### src/hdl/epwmo_pkg.sv
// constants and register map of the enhanced pwm output stage
//----------------------------------------------------------------------
//----------------------------------------------------------------------
`default_nettype none

package epwmo_pkg;

  // apb map
  localparam int ADDR_W = 8;
  localparam logic [7:0] UNIT_CTRL_OFS = 8'h00;
  localparam logic [7:0] AS_CTRL_OFS = 8'h04;
  localparam logic [7:0] DB_CTRL_OFS = 8'h08;
  localparam logic [7:0] STEER_CTRL_OFS = 8'h0C;
  localparam logic [7:0] PIN_STAT_OFS = 8'h10;

  // field positions
  localparam int CFG_LSB = 6;
  localparam int STAT_BIT = 7;
  localparam int SRC_LSB = 4;
  localparam int SDA_LSB = 2;
  localparam int SDB_LSB = 0;
  localparam int RESTART_BIT = 7;
  localparam int SYNC_BIT = 4;

  // reset values
  localparam logic [7:0] UNIT_CTRL_RST = 8'h00;
  localparam logic [7:0] AS_CTRL_RST = 8'h00;
  localparam logic [7:0] DB_CTRL_RST = 8'h00;
  localparam logic [1:0] STEER_RST = 2'h1;

  // timing: one instruction cycle is four oscillator clocks
  localparam int TOSC_PER_TCY = 4;
  localparam int DIV_W = $clog2(TOSC_PER_TCY);
  localparam logic [DIV_W-1:0] DIV_LAST = DIV_W'(TOSC_PER_TCY - 1);
  localparam int DB_W = 7;

  // mode and configuration codes
  localparam logic [1:0] MODE_PWM = 2'h3;
  localparam logic [1:0] CFG_SINGLE = 2'h0;
  localparam logic [1:0] CFG_HALF = 2'h2;

  typedef enum logic [2:0] {
    EPWMO_SRC_NONE = 3'h0,
    EPWMO_SRC_FAULT = 3'h1,
    EPWMO_SRC_CMP = 3'h2,
    EPWMO_SRC_BOTH = 3'h3
  } epwmo_src_t;

  // shutdown pin states; 2'h3 also gives high impedance
  localparam logic [1:0] SD_DRIVE0 = 2'h0;
  localparam logic [1:0] SD_DRIVE1 = 2'h1;
  localparam logic [1:0] SD_HIZ = 2'h2;

endpackage

`default_nettype wire

### src/hdl/epwmo_deadband.sv
// dead-band delay for one pwm output
`default_nettype none

module epwmo_deadband
  import epwmo_pkg::*;
#(
  parameter int CNT_W = DB_W
) (
  input wire logic clk_i,
  input wire logic rst_n_i,
  input wire logic tick_i,
  input wire logic bypass_i,
  input wire logic req_i,
  input wire logic [CNT_W-1:0] count_i,
  output logic act_o
);

  typedef struct packed {
    logic req;
    logic act;
    logic [CNT_W-1:0] cnt;
  } epwmo_db_st_t;

  epwmo_db_st_t st_q;
  epwmo_db_st_t st_d;

  always_comb begin
    st_d = st_q;
    st_d.req = req_i;
    if (!req_i) begin
      st_d.act = 1'b0;
    end else if (!st_q.req) begin
      st_d.cnt = count_i;
      st_d.act = bypass_i || (count_i == '0);
    end else if (!st_q.act) begin
      // request ending before expiry leaves output inactive
      if (st_q.cnt == '0) begin
        st_d.act = 1'b1;
      end else if (tick_i) begin
        st_d.cnt = st_q.cnt - 1'b1;
      end
    end
  end

  always_ff @(posedge clk_i or negedge rst_n_i) begin
    if (!rst_n_i) begin
      st_q <= '0;
    end else begin
      st_q <= st_d;
    end
  end

  assign act_o = st_q.act;

endmodule

`default_nettype wire

### src/hdl/epwmo_pin_drive.sv
// polarity and shutdown forcing for one pwm pin
`default_nettype none

module epwmo_pin_drive
  import epwmo_pkg::*;
(
  input wire logic clk_i,
  input wire logic rst_n_i,
  input wire logic en_i,
  input wire logic act_i,
  input wire logic low_i,
  input wire logic shut_i,
  input wire logic [1:0] state_i,
  output logic pin_o,
  output logic oe_n_o
);

  typedef struct packed {
    logic en;
    logic lvl;
  } epwmo_pin_st_t;

  epwmo_pin_st_t st_q;
  epwmo_pin_st_t st_d;
  logic forced;

  always_comb begin
    st_d.en = en_i;
    st_d.lvl = act_i ^ low_i;
  end

  always_ff @(posedge clk_i or negedge rst_n_i) begin
    if (!rst_n_i) begin
      st_q <= '0;
    end else begin
      st_q <= st_d;
    end
  end

  // shutdown bypasses the flops so it acts without a clock edge
  assign forced = shut_i && st_q.en;
  assign pin_o = forced ? (state_i == SD_DRIVE1) : st_q.lvl;
  assign oe_n_o = !st_q.en || (forced && state_i[1]);

endmodule

`default_nettype wire

### src/hdl/epwmo_top.sv
// enhanced pwm output stage: apb registers, shutdown, steering, pins
//
// Local design decisions: the placing of the registers and the APB interface to the registers.
`default_nettype none

module epwmo_top
  import epwmo_pkg::*;
(
  input wire logic MCLK_I,
  input wire logic ARST_N_I,
  input wire logic PSEL_I,
  input wire logic PENABLE_I,
  input wire logic PWRITE_I,
  input wire logic [ADDR_W-1:0] PADDR_I,
  input wire logic [31:0] PWDATA_I,
  output logic [31:0] PRDATA_O,
  output logic PREADY_O,
  output logic PSLVERR_O,
  input wire logic PWM_RAW_I,
  input wire logic PERIOD_START_I,
  input wire logic FAULT_INPUT_PIN_N_I,
  input wire logic COMPARATOR_ONE_OUTPUT_I,
  output logic PRIMARY_PWM_PIN_O,
  output logic PRIMARY_PWM_PIN_OE_N_O,
  output logic SECONDARY_PWM_PIN_O,
  output logic SECONDARY_PWM_PIN_OE_N_O
);

  //--------------------------------------------------------------------
  // state
  //--------------------------------------------------------------------

  typedef struct packed {
    logic [7:0] unit_control;
    logic [2:0] src_sel;
    logic [1:0] sd_a;
    logic [1:0] sd_b;
    logic status;
    logic restart_en;
    logic [DB_W-1:0] db_cnt;
    logic steer_sync;
    logic [1:0] steer_req;
    logic [1:0] steer_eff;
    logic hold;
    logic run;
    logic [DIV_W-1:0] div;
    logic [31:0] rdata;
    logic slverr;
  } epwmo_st_t;

  epwmo_st_t s_q;
  epwmo_st_t s_d;

  logic wr_acc;
  logic rd_setup;
  logic fault_act;
  logic src_act;
  logic shut;
  logic tick;
  logic pwm_mode;
  logic half;
  logic single;
  logic [1:0] req;
  logic [1:0] en;
  logic [1:0] low;
  logic [1:0] act;
  logic [1:0] pin;
  logic [1:0] oe_n;
  logic [1:0] sd_state [2];
  // firmware shutdown request seen this cycle
  logic fw_set;

  //--------------------------------------------------------------------
  // shutdown sources
  //--------------------------------------------------------------------

  assign fault_act = !FAULT_INPUT_PIN_N_I;

  // codes 4 to 7 select no hardware source, like code 0
  always_comb begin
    case (s_q.src_sel)
      EPWMO_SRC_FAULT: src_act = fault_act;
      EPWMO_SRC_CMP: src_act = COMPARATOR_ONE_OUTPUT_I;
      EPWMO_SRC_BOTH: src_act = fault_act || COMPARATOR_ONE_OUTPUT_I;
      default: src_act = 1'b0;
    endcase
  end

  // source level forces pins directly
  assign shut = s_q.hold || s_q.status || src_act;

  //--------------------------------------------------------------------
  // mode decode
  //--------------------------------------------------------------------

  assign tick = (s_q.div == DIV_LAST);
  assign pwm_mode = (s_q.unit_control[3:2] == MODE_PWM);
  assign half = pwm_mode && s_q.run &&
                (s_q.unit_control[CFG_LSB +: 2] == CFG_HALF);
  assign single = pwm_mode && s_q.run &&
                  (s_q.unit_control[CFG_LSB +: 2] == CFG_SINGLE);

  // primary follows pwm; secondary is its complement in half-bridge
  assign req[0] = half ? PWM_RAW_I
                       : (single && s_q.steer_eff[0] && PWM_RAW_I);
  assign req[1] = half ? !PWM_RAW_I
                       : (single && s_q.steer_eff[1] && PWM_RAW_I);
  assign en[0] = half || (single && s_q.steer_eff[0]);
  assign en[1] = half || (single && s_q.steer_eff[1]);

  // bit 1 makes the primary active low, bit 0 the secondary
  assign low[0] = s_q.unit_control[1];
  assign low[1] = s_q.unit_control[0];
  assign sd_state[0] = s_q.sd_a;
  assign sd_state[1] = s_q.sd_b;

  //--------------------------------------------------------------------
  // apb decode
  //--------------------------------------------------------------------

  // refused accesses still complete; only pslverr tells the master
  // zero wait states: every access completes on its first access cycle
  assign PREADY_O = 1'b1;
  assign wr_acc = PSEL_I && PENABLE_I && PWRITE_I;
  assign rd_setup = PSEL_I && !PENABLE_I && !PWRITE_I;

  //--------------------------------------------------------------------
  // next state
  //--------------------------------------------------------------------

  always_comb begin
    s_d = s_q;
    fw_set = 1'b0;
    s_d.div = s_q.div + 1'b1;

    // register writes
    if (wr_acc) begin
      case (PADDR_I)
        UNIT_CTRL_OFS: begin
          s_d.unit_control = PWDATA_I[7:0];
        end
        AS_CTRL_OFS: begin
          s_d.src_sel = PWDATA_I[SRC_LSB +: 3];
          s_d.sd_a = PWDATA_I[SDA_LSB +: 2];
          s_d.sd_b = PWDATA_I[SDB_LSB +: 2];
          if (!src_act) begin
            s_d.status = PWDATA_I[STAT_BIT];
            if (PWDATA_I[STAT_BIT]) begin
              fw_set = 1'b1;
            end
          end
        end
        DB_CTRL_OFS: begin
          s_d.restart_en = PWDATA_I[RESTART_BIT];
          s_d.db_cnt = PWDATA_I[DB_W-1:0];
        end
        STEER_CTRL_OFS: begin
          s_d.steer_sync = PWDATA_I[SYNC_BIT];
          s_d.steer_req = PWDATA_I[1:0];
          if (!PWDATA_I[SYNC_BIT]) begin
            s_d.steer_eff = PWDATA_I[1:0];
          end
        end
        default: begin
        end
      endcase
    end

    // steering applied at period start when synchronised
    if (s_q.steer_sync && PERIOD_START_I) begin
      s_d.steer_eff = s_q.steer_req;
    end

    // auto restart tracks hardware sources only; firmware set drops at once
    if (s_q.restart_en && !src_act) begin
      s_d.status = 1'b0;
    end

    // a live source wins over any clear in the same cycle
    if (src_act) begin
      s_d.status = 1'b1;
    end

    // outputs stay forced until a period start finds everything clear;
    // a firmware set in the same cycle as a period start still holds
    if (src_act || s_q.status || fw_set) begin
      s_d.hold = 1'b1;
    end else if (PERIOD_START_I) begin
      s_d.hold = 1'b0;
    end

    // first period after enable is skipped to avoid a partial pulse
    if (!pwm_mode) begin
      s_d.run = 1'b0;
    end else if (PERIOD_START_I) begin
      s_d.run = 1'b1;
    end

    // read data captured in the setup cycle
    if (rd_setup) begin
      s_d.slverr = 1'b0;
      s_d.rdata = '0;
      case (PADDR_I)
        UNIT_CTRL_OFS: begin
          s_d.rdata[7:0] = s_q.unit_control;
        end
        AS_CTRL_OFS: begin
          s_d.rdata[STAT_BIT] = s_q.status;
          s_d.rdata[SRC_LSB +: 3] = s_q.src_sel;
          s_d.rdata[SDA_LSB +: 2] = s_q.sd_a;
          s_d.rdata[SDB_LSB +: 2] = s_q.sd_b;
        end
        DB_CTRL_OFS: begin
          s_d.rdata[RESTART_BIT] = s_q.restart_en;
          s_d.rdata[DB_W-1:0] = s_q.db_cnt;
        end
        STEER_CTRL_OFS: begin
          s_d.rdata[SYNC_BIT] = s_q.steer_sync;
          s_d.rdata[1:0] = s_q.steer_req;
        end
        PIN_STAT_OFS: begin
          s_d.rdata[1:0] = pin;
          s_d.rdata[3:2] = ~oe_n;
          s_d.rdata[4] = shut;
          s_d.rdata[5] = src_act;
          s_d.rdata[7:6] = s_q.steer_eff;
        end
        default: begin
          s_d.slverr = 1'b1;
        end
      endcase
    end else if (PSEL_I && !PENABLE_I) begin
      s_d.rdata = '0;
      s_d.slverr = !(PADDR_I == UNIT_CTRL_OFS || PADDR_I == AS_CTRL_OFS ||
                     PADDR_I == DB_CTRL_OFS || PADDR_I == STEER_CTRL_OFS);
    end
  end

  //--------------------------------------------------------------------
  // registers
  //--------------------------------------------------------------------

  // reset leaves every pin released until software enables a mode
  always_ff @(posedge MCLK_I or negedge ARST_N_I) begin
    if (!ARST_N_I) begin
      s_q <= '0;
      s_q.unit_control <= UNIT_CTRL_RST;
      s_q.src_sel <= AS_CTRL_RST[SRC_LSB +: 3];
      s_q.sd_a <= AS_CTRL_RST[SDA_LSB +: 2];
      s_q.sd_b <= AS_CTRL_RST[SDB_LSB +: 2];
      s_q.restart_en <= DB_CTRL_RST[RESTART_BIT];
      s_q.db_cnt <= DB_CTRL_RST[DB_W-1:0];
      s_q.steer_req <= STEER_RST;
      s_q.steer_eff <= STEER_RST;
    end else begin
      s_q <= s_d;
    end
  end

  //--------------------------------------------------------------------
  // per-pin dead band and drive
  //--------------------------------------------------------------------

  // one dead band per pin; the count is shared, the request differs
  for (genvar i = 0; i < 2; i++) begin : g_pin
    epwmo_deadband #(
      .CNT_W(DB_W)
    ) u_db (
      .clk_i(MCLK_I),
      .rst_n_i(ARST_N_I),
      .tick_i(tick),
      .bypass_i(!half),
      .req_i(req[i]),
      .count_i(s_q.db_cnt),
      .act_o(act[i])
    );

    epwmo_pin_drive u_drv (
      .clk_i(MCLK_I),
      .rst_n_i(ARST_N_I),
      .en_i(en[i]),
      .act_i(act[i]),
      .low_i(low[i]),
      .shut_i(shut),
      .state_i(sd_state[i]),
      .pin_o(pin[i]),
      .oe_n_o(oe_n[i])
    );
  end

  //--------------------------------------------------------------------
  // outputs
  //--------------------------------------------------------------------

  // pin direction bits stay outside; oe low only claims the pad
  assign PRIMARY_PWM_PIN_O = pin[0];
  assign PRIMARY_PWM_PIN_OE_N_O = oe_n[0];
  assign SECONDARY_PWM_PIN_O = pin[1];
  assign SECONDARY_PWM_PIN_OE_N_O = oe_n[1];
  assign PRDATA_O = s_q.rdata;
  assign PSLVERR_O = s_q.slverr;

endmodule

`default_nettype wire

### config.mk
export PLATFORM = sky130hd
export DESIGN_NAME = epwmo_top
export DESIGN_NICKNAME = d
export VERILOG_FILES = /design/src/hdl/epwmo_pkg.sv /design/src/hdl/epwmo_deadband.sv /design/src/hdl/epwmo_pin_drive.sv /design/src/hdl/epwmo_top.sv
export SDC_FILE = /design/constraint.sdc
export NUM_CORES = 1
export LEC_CHECK = 0
export ABC_CLOCK_PERIOD_IN_PS = 3530
export BUFFER_PORTS_ARGS = -buffer_cell sky130_fd_sc_hd__buf_2
export CORE_MARGIN = 2
export CORE_UTILIZATION = 55
export DETAILED_ROUTE_END_ITERATION = 6
export PLACE_DENSITY_LB_ADDON = 0.1
export SLEW_MARGIN = 25
export SYNTH_ARGS = -nofsm -noshare
export SYNTH_HDL_FRONTEND = slang
export SYNTH_SLANG_ARGS = --single-unit
export TNS_END_PERCENT = 20
### constraint.sdc
create_clock -name MCLK_I -period 3.53 [get_ports MCLK_I]
set_input_delay 0.1765 -clock MCLK_I [delete_from_list [all_inputs] [get_ports MCLK_I]]
set_output_delay 0.1765 -clock MCLK_I [all_outputs]
set_load 0.05 [all_outputs]
==> impl_metrics.csv, run 1 <==
group,metric,value,unit
drt,drt_iter0_drc,188,
die,ios,87,
setup_path,cp_slowest_cell,"a21oi_1",
die,die_w,83.8,µm
setup_path,r2r_cells,8,
setup_path,worstReg2RegStart,"g_pin[0].u_db.st_q[0]$_DFFE_PN0P_",
power_and_ir_drop,swShare,26.1,%
logic_synthesis,synth_top_area_share,44.3,%
die,start_util,56.1,%
global_routing,antenna_found_initial,0,
clock_tree,postCtsHoldBufs,1,
final_layout,nets,435,
die,core-area,6240,µm²
outcome,status,"finished clean",
min_path,min_path_type,"input pin to flip-flop",
power_and_ir_drop,power.net_switching,428,µW
clock_tree,cts_sinks,64,
drt,wire_per_inst,16.3,µm
power_and_ir_drop,power_frac_seq,47.0,%
die,dieArea,7020,µm²
clock_tree,cts_tree,"yes",
final_layout,diodes,0,
logic_synthesis,async_flop_share,100,%
logic_synthesis,synth.largest_area_cell,"dfrtp_1",
setup_path,r2r_slack,1.61,ns
die,rows,29,
logic_synthesis,ys_warn_count,0,
final_layout,syn_to_final_growth,9.32,%
min_path,hold_depth,2,
placed_design,placed_cells,446,
final_layout,drive_above_1_share,24.4,%
timing,slew_headroom,58.8,%
clock_tree,cts-root-buf,"clkbuf_8",
logic_synthesis,ys_dominant_reg_cell,"dfrtp_1",
logic_synthesis,synth_seq_area_share,45.8,%
drt,via_per_inst,5.60,
setup_path,reg2reg_to,"g_pin[0].u_db.st_q[2]$_DFFE_PN0P_",
setup_path,critPathMaxStageDelay,0.49,ns
min_path,hold_end,"s_q[65]$_DFFE_PN0P_",
flow_run,max_cap_violations,0,
final_layout,stdcell_count,463,
clock_tree,htreeDepth,3,
power_and_ir_drop,p_int,1210,µW
drt,drc,0,
timing,period_needed,2.23,ns
global_routing,grt_max_degree,49,
setup_path,path_class,"flip-flop to output pin",
placed_design,port_buffers,37,
clock_tree,cts_resized,0,
power_and_ir_drop,p_per_area,428,nW/µm²
setup_path,cp_num_buf_inv,2,
logic_synthesis,syn_area_per_cell,10.1,µm²
power_and_ir_drop,ir_worst_vdd,0.244,mV
global_routing,grt-ovfl-total,0,
die,die_h,83.8,µm
setup_path,critPathCaptureType,"output pin",
drt,wl,7550,µm
timing,finalSetupViolations,0,
timing,finClkSkew,0.00892,ns
clock_tree,clockBufferDepth,2,
timing,tightest_slew,0.618,ns
logic_synthesis,synth_cell_types,52,
logic_synthesis,ys_top_cells_by_area,"dfrtp_1 (44%), mux2_2 (8.4%), buf_4 (7.1%)",
placed_design,hpwl,5500,µm
final_layout,fill_cells,537,
clock_tree,postCtsSetupRepairBufs,0,
timing,final_hold_viol_count,0,
power_and_ir_drop,p_comb_share,10.4,%
global_routing,grt_usage,22.7,%
logic_synthesis,postSynthCellCount,348,
setup_path,worstPathArrival,2.05,ns
timing,post-route-period-util,63.1,%
logic_synthesis,ys_ff_latch,64,
setup_path,start_kind,"flip-flop",
clock_tree,insertion_delay,0.34,ns
setup_path,worstPathRequired,3.35,ns
clock_tree,clk_pin_slew_worst_paths,0.07,ns
logic_synthesis,syn_area,3500,µm²
setup_path,path_delay_family,"compound AO/OA/AOI/OAI gates",
timing,maxSlewViolCount,0,
setup_path,worstPathMaxFanout,8,
timing,rsz0062_at_grt,"false",
power_and_ir_drop,total_power,1640,µW
power_and_ir_drop,total_leakage_power,0.00191,µW
setup_path,path_cells,"nand2b_1, a21oi_1, o21ai_0, mux2i_1, inv_1, buf_2",
drt,via_count,2593,
global_routing,grt_pass1_vias,2430,
timing,setup_tns,0,ns
global_routing,grt_pass1_wl,12500,µm
placed_design,gp_congestion,0.860,
drt,ant_nets,0,
min_path,min_from,"PWDATA_I[7]",
setup_path,cp_num_cells,6,
timing,fmax,449,MHz
power_and_ir_drop,clockPowerShare,42.6,%
logic_synthesis,synth_edf_count,0,
clock_tree,tritoncts.num_buffers,9,
drt,drt_pass1_iterations,4,
-- placed cells by master (no fill, tap or decap), types with 2 or more instances in the layout --
cell       netlist  final
dfrtp_1         62     62
buf_2            1     36
o21ai_0         33     33
nor2_1          30     30
mux2_2          26     26
conb_1           2     25
nand2_1         21     21
inv_1           18     18
a21oi_1         15     15
clkbuf_8         1     10
mux2i_1          9      9
nor3_1           7      7
nand3_1          7      7
a32oi_1          7      7
nand2b_1         6      6
nor2b_1          5      5
o22ai_1          5      5
ha_1             5      5
a22oi_1          4      4
nand3b_1         3      3
mux4_2           3      3
clkinv_2         0      3
buf_4           33      3
or2_2            2      2
nand4b_1         2      2
nor4_1           2      2
a211oi_1         2      2
xor2_1           2      2
nand2_2          2      2
a2bb2oi_1        2      2
o21bai_1         2      2
a31oi_1          2      2
bufinv_16        0      2
dfstp_2          2      2
-- worst max-delay path by stage --
stage | from | end | slack, ns
floorplan | g_pin[0].u_db.st_q[0]$_DFFE_PN0P_ | g_pin[0].u_db.st_q[3]$_DFFE_PN0P_ | 1.79
global placement | PADDR_I[1] | s_q[46]$_DFFE_PN0P_ | 1.49
detailed placement | PADDR_I[1] | s_q[45]$_DFFE_PN0P_ | 1.44
CTS | s_q[55]$_DFFE_PN0P_ | SECONDARY_PWM_PIN_O | 1.30
global route | s_q[55]$_DFFE_PN0P_ | PRIMARY_PWM_PIN_O | 1.11
finish | s_q[55]$_DFFE_PN0P_ | SECONDARY_PWM_PIN_O | 1.30
-- area by class of cell --
type / count / area, µm² / share of cell area [%]
Clock buffer: 10 / 138 / 3.59
Clock inverter: 6 / 82.6 / 2.16
Sequential cell: 64 / 1600 / 41.9
Multi-Input combinational cell: 248 / 1630 / 42.5
Tap cell: 77 / 96.3 / 2.52
Timing Repair Buffer: 40 / 213 / 5.56
Inverter: 18 / 67.6 / 1.76
-- stage by stage --
step	instance area, µm²	worst slack, ns	hold WS, ns	util [%]
after floorplan	3590	1.79	-0.119	-
after global placement	3600	1.49	0.415	57.6
after detailed placement	3600	1.44	0.237	57.7
after CTS	3830	1.30	0.0929	61.3
after global routing	3830	1.11	0.0937	61.3
final	3830	1.30	0.0998	61.3
-- cell usage after synthesis (2+ instances only) --
| master | n |
|---|---|
| dfrtp_1 | 62 |
| buf_4 | 33 |
| o21ai_0 | 33 |
| nor2_1 | 30 |
| mux2_2 | 26 |
| nand2_1 | 21 |
| inv_1 | 18 |
| a21oi_1 | 15 |
| mux2i_1 | 9 |
| a32oi_1 | 7 |
| nand3_1 | 7 |
| nor3_1 | 7 |
| clkbuf_1 | 6 |
| nand2b_1 | 6 |
| ha_1 | 5 |
| nor2b_1 | 5 |
| o22ai_1 | 5 |
| a22oi_1 | 4 |
| mux4_2 | 3 |
| nand3b_1 | 3 |
| a211oi_1 | 2 |
| a2bb2oi_1 | 2 |
| a31oi_1 | 2 |
| conb_1 | 2 |
| dfstp_2 | 2 |
| nand2_2 | 2 |
| nand4b_1 | 2 |
| nor4_1 | 2 |
| o21bai_1 | 2 |
| or2_2 | 2 |
| xor2_1 | 2 |
-- layer usage --
| layer | part of all wire, % | GRT usage, % | up-vias |
|---|---|---|---|
| met5 | 0 | 0 | - |
| met4 | 1.5 | 8.80 | 0 |
| met3 | 4.2 | 4.25 | 12 |
| met2 | 46 | 33.1 | 79 |
| met1 | 49 | 33.6 | 1250 |
| li1 | - | - | 1252 |
-- state kept, by name (all words and copies together) (netlist names) --
signal,flops
PSLVERR_O,1
g_pin.u_drv.st_q,4
low,2
s_q,31
g_pin.u_db.st_q,16
PRDATA_O,8
g_pin.u_db.act_o,2
-- power by group through the flow --
stage	Sequential, µW	Clock (µW)	Combinational, µW
6_report	770	697	171
5_1_grt	772	752	186
4_1_cts	769	708	172
3_5_place_dp	783	0	171
3_3_place_gp	783	0	168
2_1_floorplan	782	0	140
-- kinds of logic after synthesis --
kind of cell | count (synthesis) | synth area share, %
compound gates | 81 | 14.2
xor+xnor | 2 | 0.500
fa+ha+maj | 5 | 1.79
buf+inv | 59 | 10.2
flops | 64 | 45.8
mux | 38 | 12.9
other cells | 2 | 0.214
simple gates | 97 | 14.4
Note: power is estimated with default switching activity, not from simulation.
==> inputs of run 2 (changes only) <==
--- a/config.mk
+++ b/config.mk
@@ -5,10 +5,10 @@
 export SDC_FILE = /design/constraint.sdc
 export NUM_CORES = 1
 export LEC_CHECK = 0
-export ABC_CLOCK_PERIOD_IN_PS = 3530
+export ABC_CLOCK_PERIOD_IN_PS = 2300
 export BUFFER_PORTS_ARGS = -buffer_cell sky130_fd_sc_hd__buf_2
 export CORE_MARGIN = 2
-export CORE_UTILIZATION = 55
+export CORE_UTILIZATION = 53
 export DETAILED_ROUTE_END_ITERATION = 6
 export PLACE_DENSITY_LB_ADDON = 0.1
 export SLEW_MARGIN = 25
==> constraint.sdc (replaced) <==
create_clock -name MCLK_I -period 2.3 [get_ports MCLK_I]
set_input_delay 0.115 -clock MCLK_I [delete_from_list [all_inputs] [get_ports MCLK_I]]
set_output_delay 0.115 -clock MCLK_I [all_outputs]
set_load 0.05 [all_outputs]
==> run 2 against run 1 <==
Against the previous run: clock power is 56% higher; register-to-register slack worse by 1.2 ns; critical path depth is 1 lower; utilization is 0.98 points lower; largest power group unchanged; highest routed layer unchanged.
==> impl_metrics.csv, run 2 (synthesized netlist as in run 1, its figures left out) <==
group,metric,value,unit
die,dieArea,7270,µm²
drt,drt_pass1_iterations,4,
final_layout,regMostFlops,"s_q",
setup_path,worstReg2RegStart,"s_q[64]$_DFFE_PN0P_",
final_layout,drive_above_1_share,24.5,%
timing,final_hold_viol_count,0,
setup_path,worstPathRequired,2.18,ns
placed_design,gp_congestion,0.799,
drt,wl,7660,µm
flow_run,max_cap_violations,0,
timing,maxSlewViolCount,0,
global_routing,grt_pass1_vias,2407,
final_layout,fill_cells,573,
final_layout,nets,437,
setup_path,r2r_slack,0.44,ns
timing,fmax,513,MHz
die,core-area,6390,µm²
drt,drt_iter0_drc,251,
clock_tree,clk_pin_slew_worst_paths,0.08,ns
clock_tree,cts_tree,"yes",
final_layout,stdcell_count,465,
global_routing,grt-ovfl-total,0,
timing,finalSetupViolations,0,
final_layout,finalCoreUtilization,60.4,%
timing,post-route-period-util,84.7,%
die,rows,29,
placed_design,placed_cells,448,
clock_tree,cts_resized,0,
setup_path,r2r_cells,8,
setup_path,critPathCaptureType,"output pin",
min_path,hold_depth,2,
min_path,hold_end,"s_q[65]$_DFFE_PN0P_",
die,start_util,54.8,%
setup_path,start_kind,"flip-flop",
timing,rsz0062_at_grt,"false",
final_layout,syn_to_final_growth,10.1,%
drt,via_count,2624,
drt,ant_nets,0,
placed_design,place_worst_setup_slack,0.283,ns
clock_tree,clockBufferDepth,2,
setup_path,path_class,"flip-flop to output pin",
final_layout,final_cell_mix,"dfrtp_1 (62), buf_2 (37), o21ai_0 (33), nor2_1 (30), mux2_2 (26)",
die,die_h,85.3,µm
min_path,min_path_type,"input pin to flip-flop",
timing,slew_headroom,51.8,%
clock_tree,htreeDepth,3,
power_and_ir_drop,p_per_area,658,nW/µm²
die,die_w,85.3,µm
final_layout,diodes,0,
timing,tightest_slew,0.724,ns
setup_path,reg2reg_to,"g_pin[0].u_db.st_q[2]$_DFFE_PN0P_",
timing,period_needed,1.95,ns
timing,finClkSkew,0.0129,ns
placed_design,port_buffers,37,
global_routing,grt_max_degree,36,
final_layout,largest_reg_flops,31,
setup_path,worstPathArrival,1.83,ns
clock_tree,tritoncts.num_buffers,9,
global_routing,grt_pass1_wl,12700,µm
final_layout,multi_input_area,1630,µm²
outcome,status,"finished clean",
final_layout,seq_area,1600,µm²
timing,postLayoutSetupSlackWorst,0.351,ns
drt,via_per_inst,5.64,
clock_tree,cts_sinks,64,
global_routing,grt_usage,22.8,%
clock_tree,cts-root-buf,"clkbuf_8",
global_routing,antenna_found_initial,0,
power_and_ir_drop,ir_worst_vdd,0.499,mV
timing,setup_tns,0,ns
die,ios,87,
setup_path,worstPathMaxFanout,5,
min_path,min_from,"PWDATA_I[7]",
final_layout,layout_commonest_cell,"dfrtp_1",
power_and_ir_drop,total_leakage_power,0.00192,µW
clock_tree,insertion_delay,0.35,ns
placed_design,hpwl,5570,µm
drt,wire_per_inst,16.5,µm
drt,drc,0,
## run 2: cell count changes in the layout (fill, tap and decap cells not counted), sizes merged
cell / delta
clkinvlp: +1
clkinv: -2
buf: +2
clkbuf: +1
## run 2: worst max-delay path, cell delays in order, from the launching register on
cell and delay, ns:
dfrtp_1 0.41, or2_2 0.33, o21ai_0 0.21, mux2i_1 0.28, inv_1 0.05, buf_2 0.21
## run 2: cell type report
type                       instances  area share (%)
inverter                          18            1.75
sequential                        64            41.6
clock inverter                     5            2.08
tap                               77            2.50
timing repair buffer              42            6.17
multi-input combinational        248            42.2
clock buffer                      11            3.67
## run 2: worst max path at each step
| stage | startpoint | endpoint | depth (start not counted) |
|---|---|---|---|
| after floorplan | g_pin[0].u_db.st_q[0]$_DFFE_PN0P_ | g_pin[0].u_db.st_q[3]$_DFFE_PN0P_ | 8 |
| after global placement | PADDR_I[1] | s_q[42]$_DFFE_PN0P_ | 5 |
| after detailed placement | PADDR_I[1] | s_q[42]$_DFFE_PN0P_ | 5 |
| after CTS | s_q[50]$_DFFE_PN0P_ | SECONDARY_PWM_PIN_O | 5 |
| after global routing | g_pin[0].u_db.st_q[0]$_DFFE_PN0P_ | g_pin[0].u_db.st_q[2]$_DFFE_PN0P_ | 8 |
| final | s_q[50]$_DFFE_PN0P_ | SECONDARY_PWM_PIN_O | 5 |
## run 2: power by group
| group | leakage [µW] | total (µW) | switching (µW) | internal [µW] |
|---|---|---|---|---|
| Combinational | 0.000959 | 262 | 192 | 69.7 |
| Clock | 0.000106 | 1090 | 454 | 638 |
| Sequential | 0.000850 | 1180 | 27.5 | 1160 |
| Total | 0.00192 | 2540 | 674 | 1860 |
## run 2: metal layers
layer	global-route usage, %	wire [µm]	vias up
met5	0	0	-
met4	8.95	96	0
met3	4.57	498	9
met2	33.0	3420	95
met1	33.8	3640	1262
li1	-	-	1258
## run 2: stage by stage
step,cell area [µm²],power (µW),hold WS (ns)
detailed placement,3620,1470,0.206
global route,3850,2630,0.0273
CTS,3850,2550,0.0312
floorplan,3590,1420,-0.181
finish,3850,2540,0.0353
global placement,3620,1460,0.209
## run 2: timing repair
| action | CTS | global route |
|---|---|---|
| buffers inserted | 0 | 0 |
| hold buffers | 1 | 0 |
| endpoints found under the hold margin | 27 | 0 |
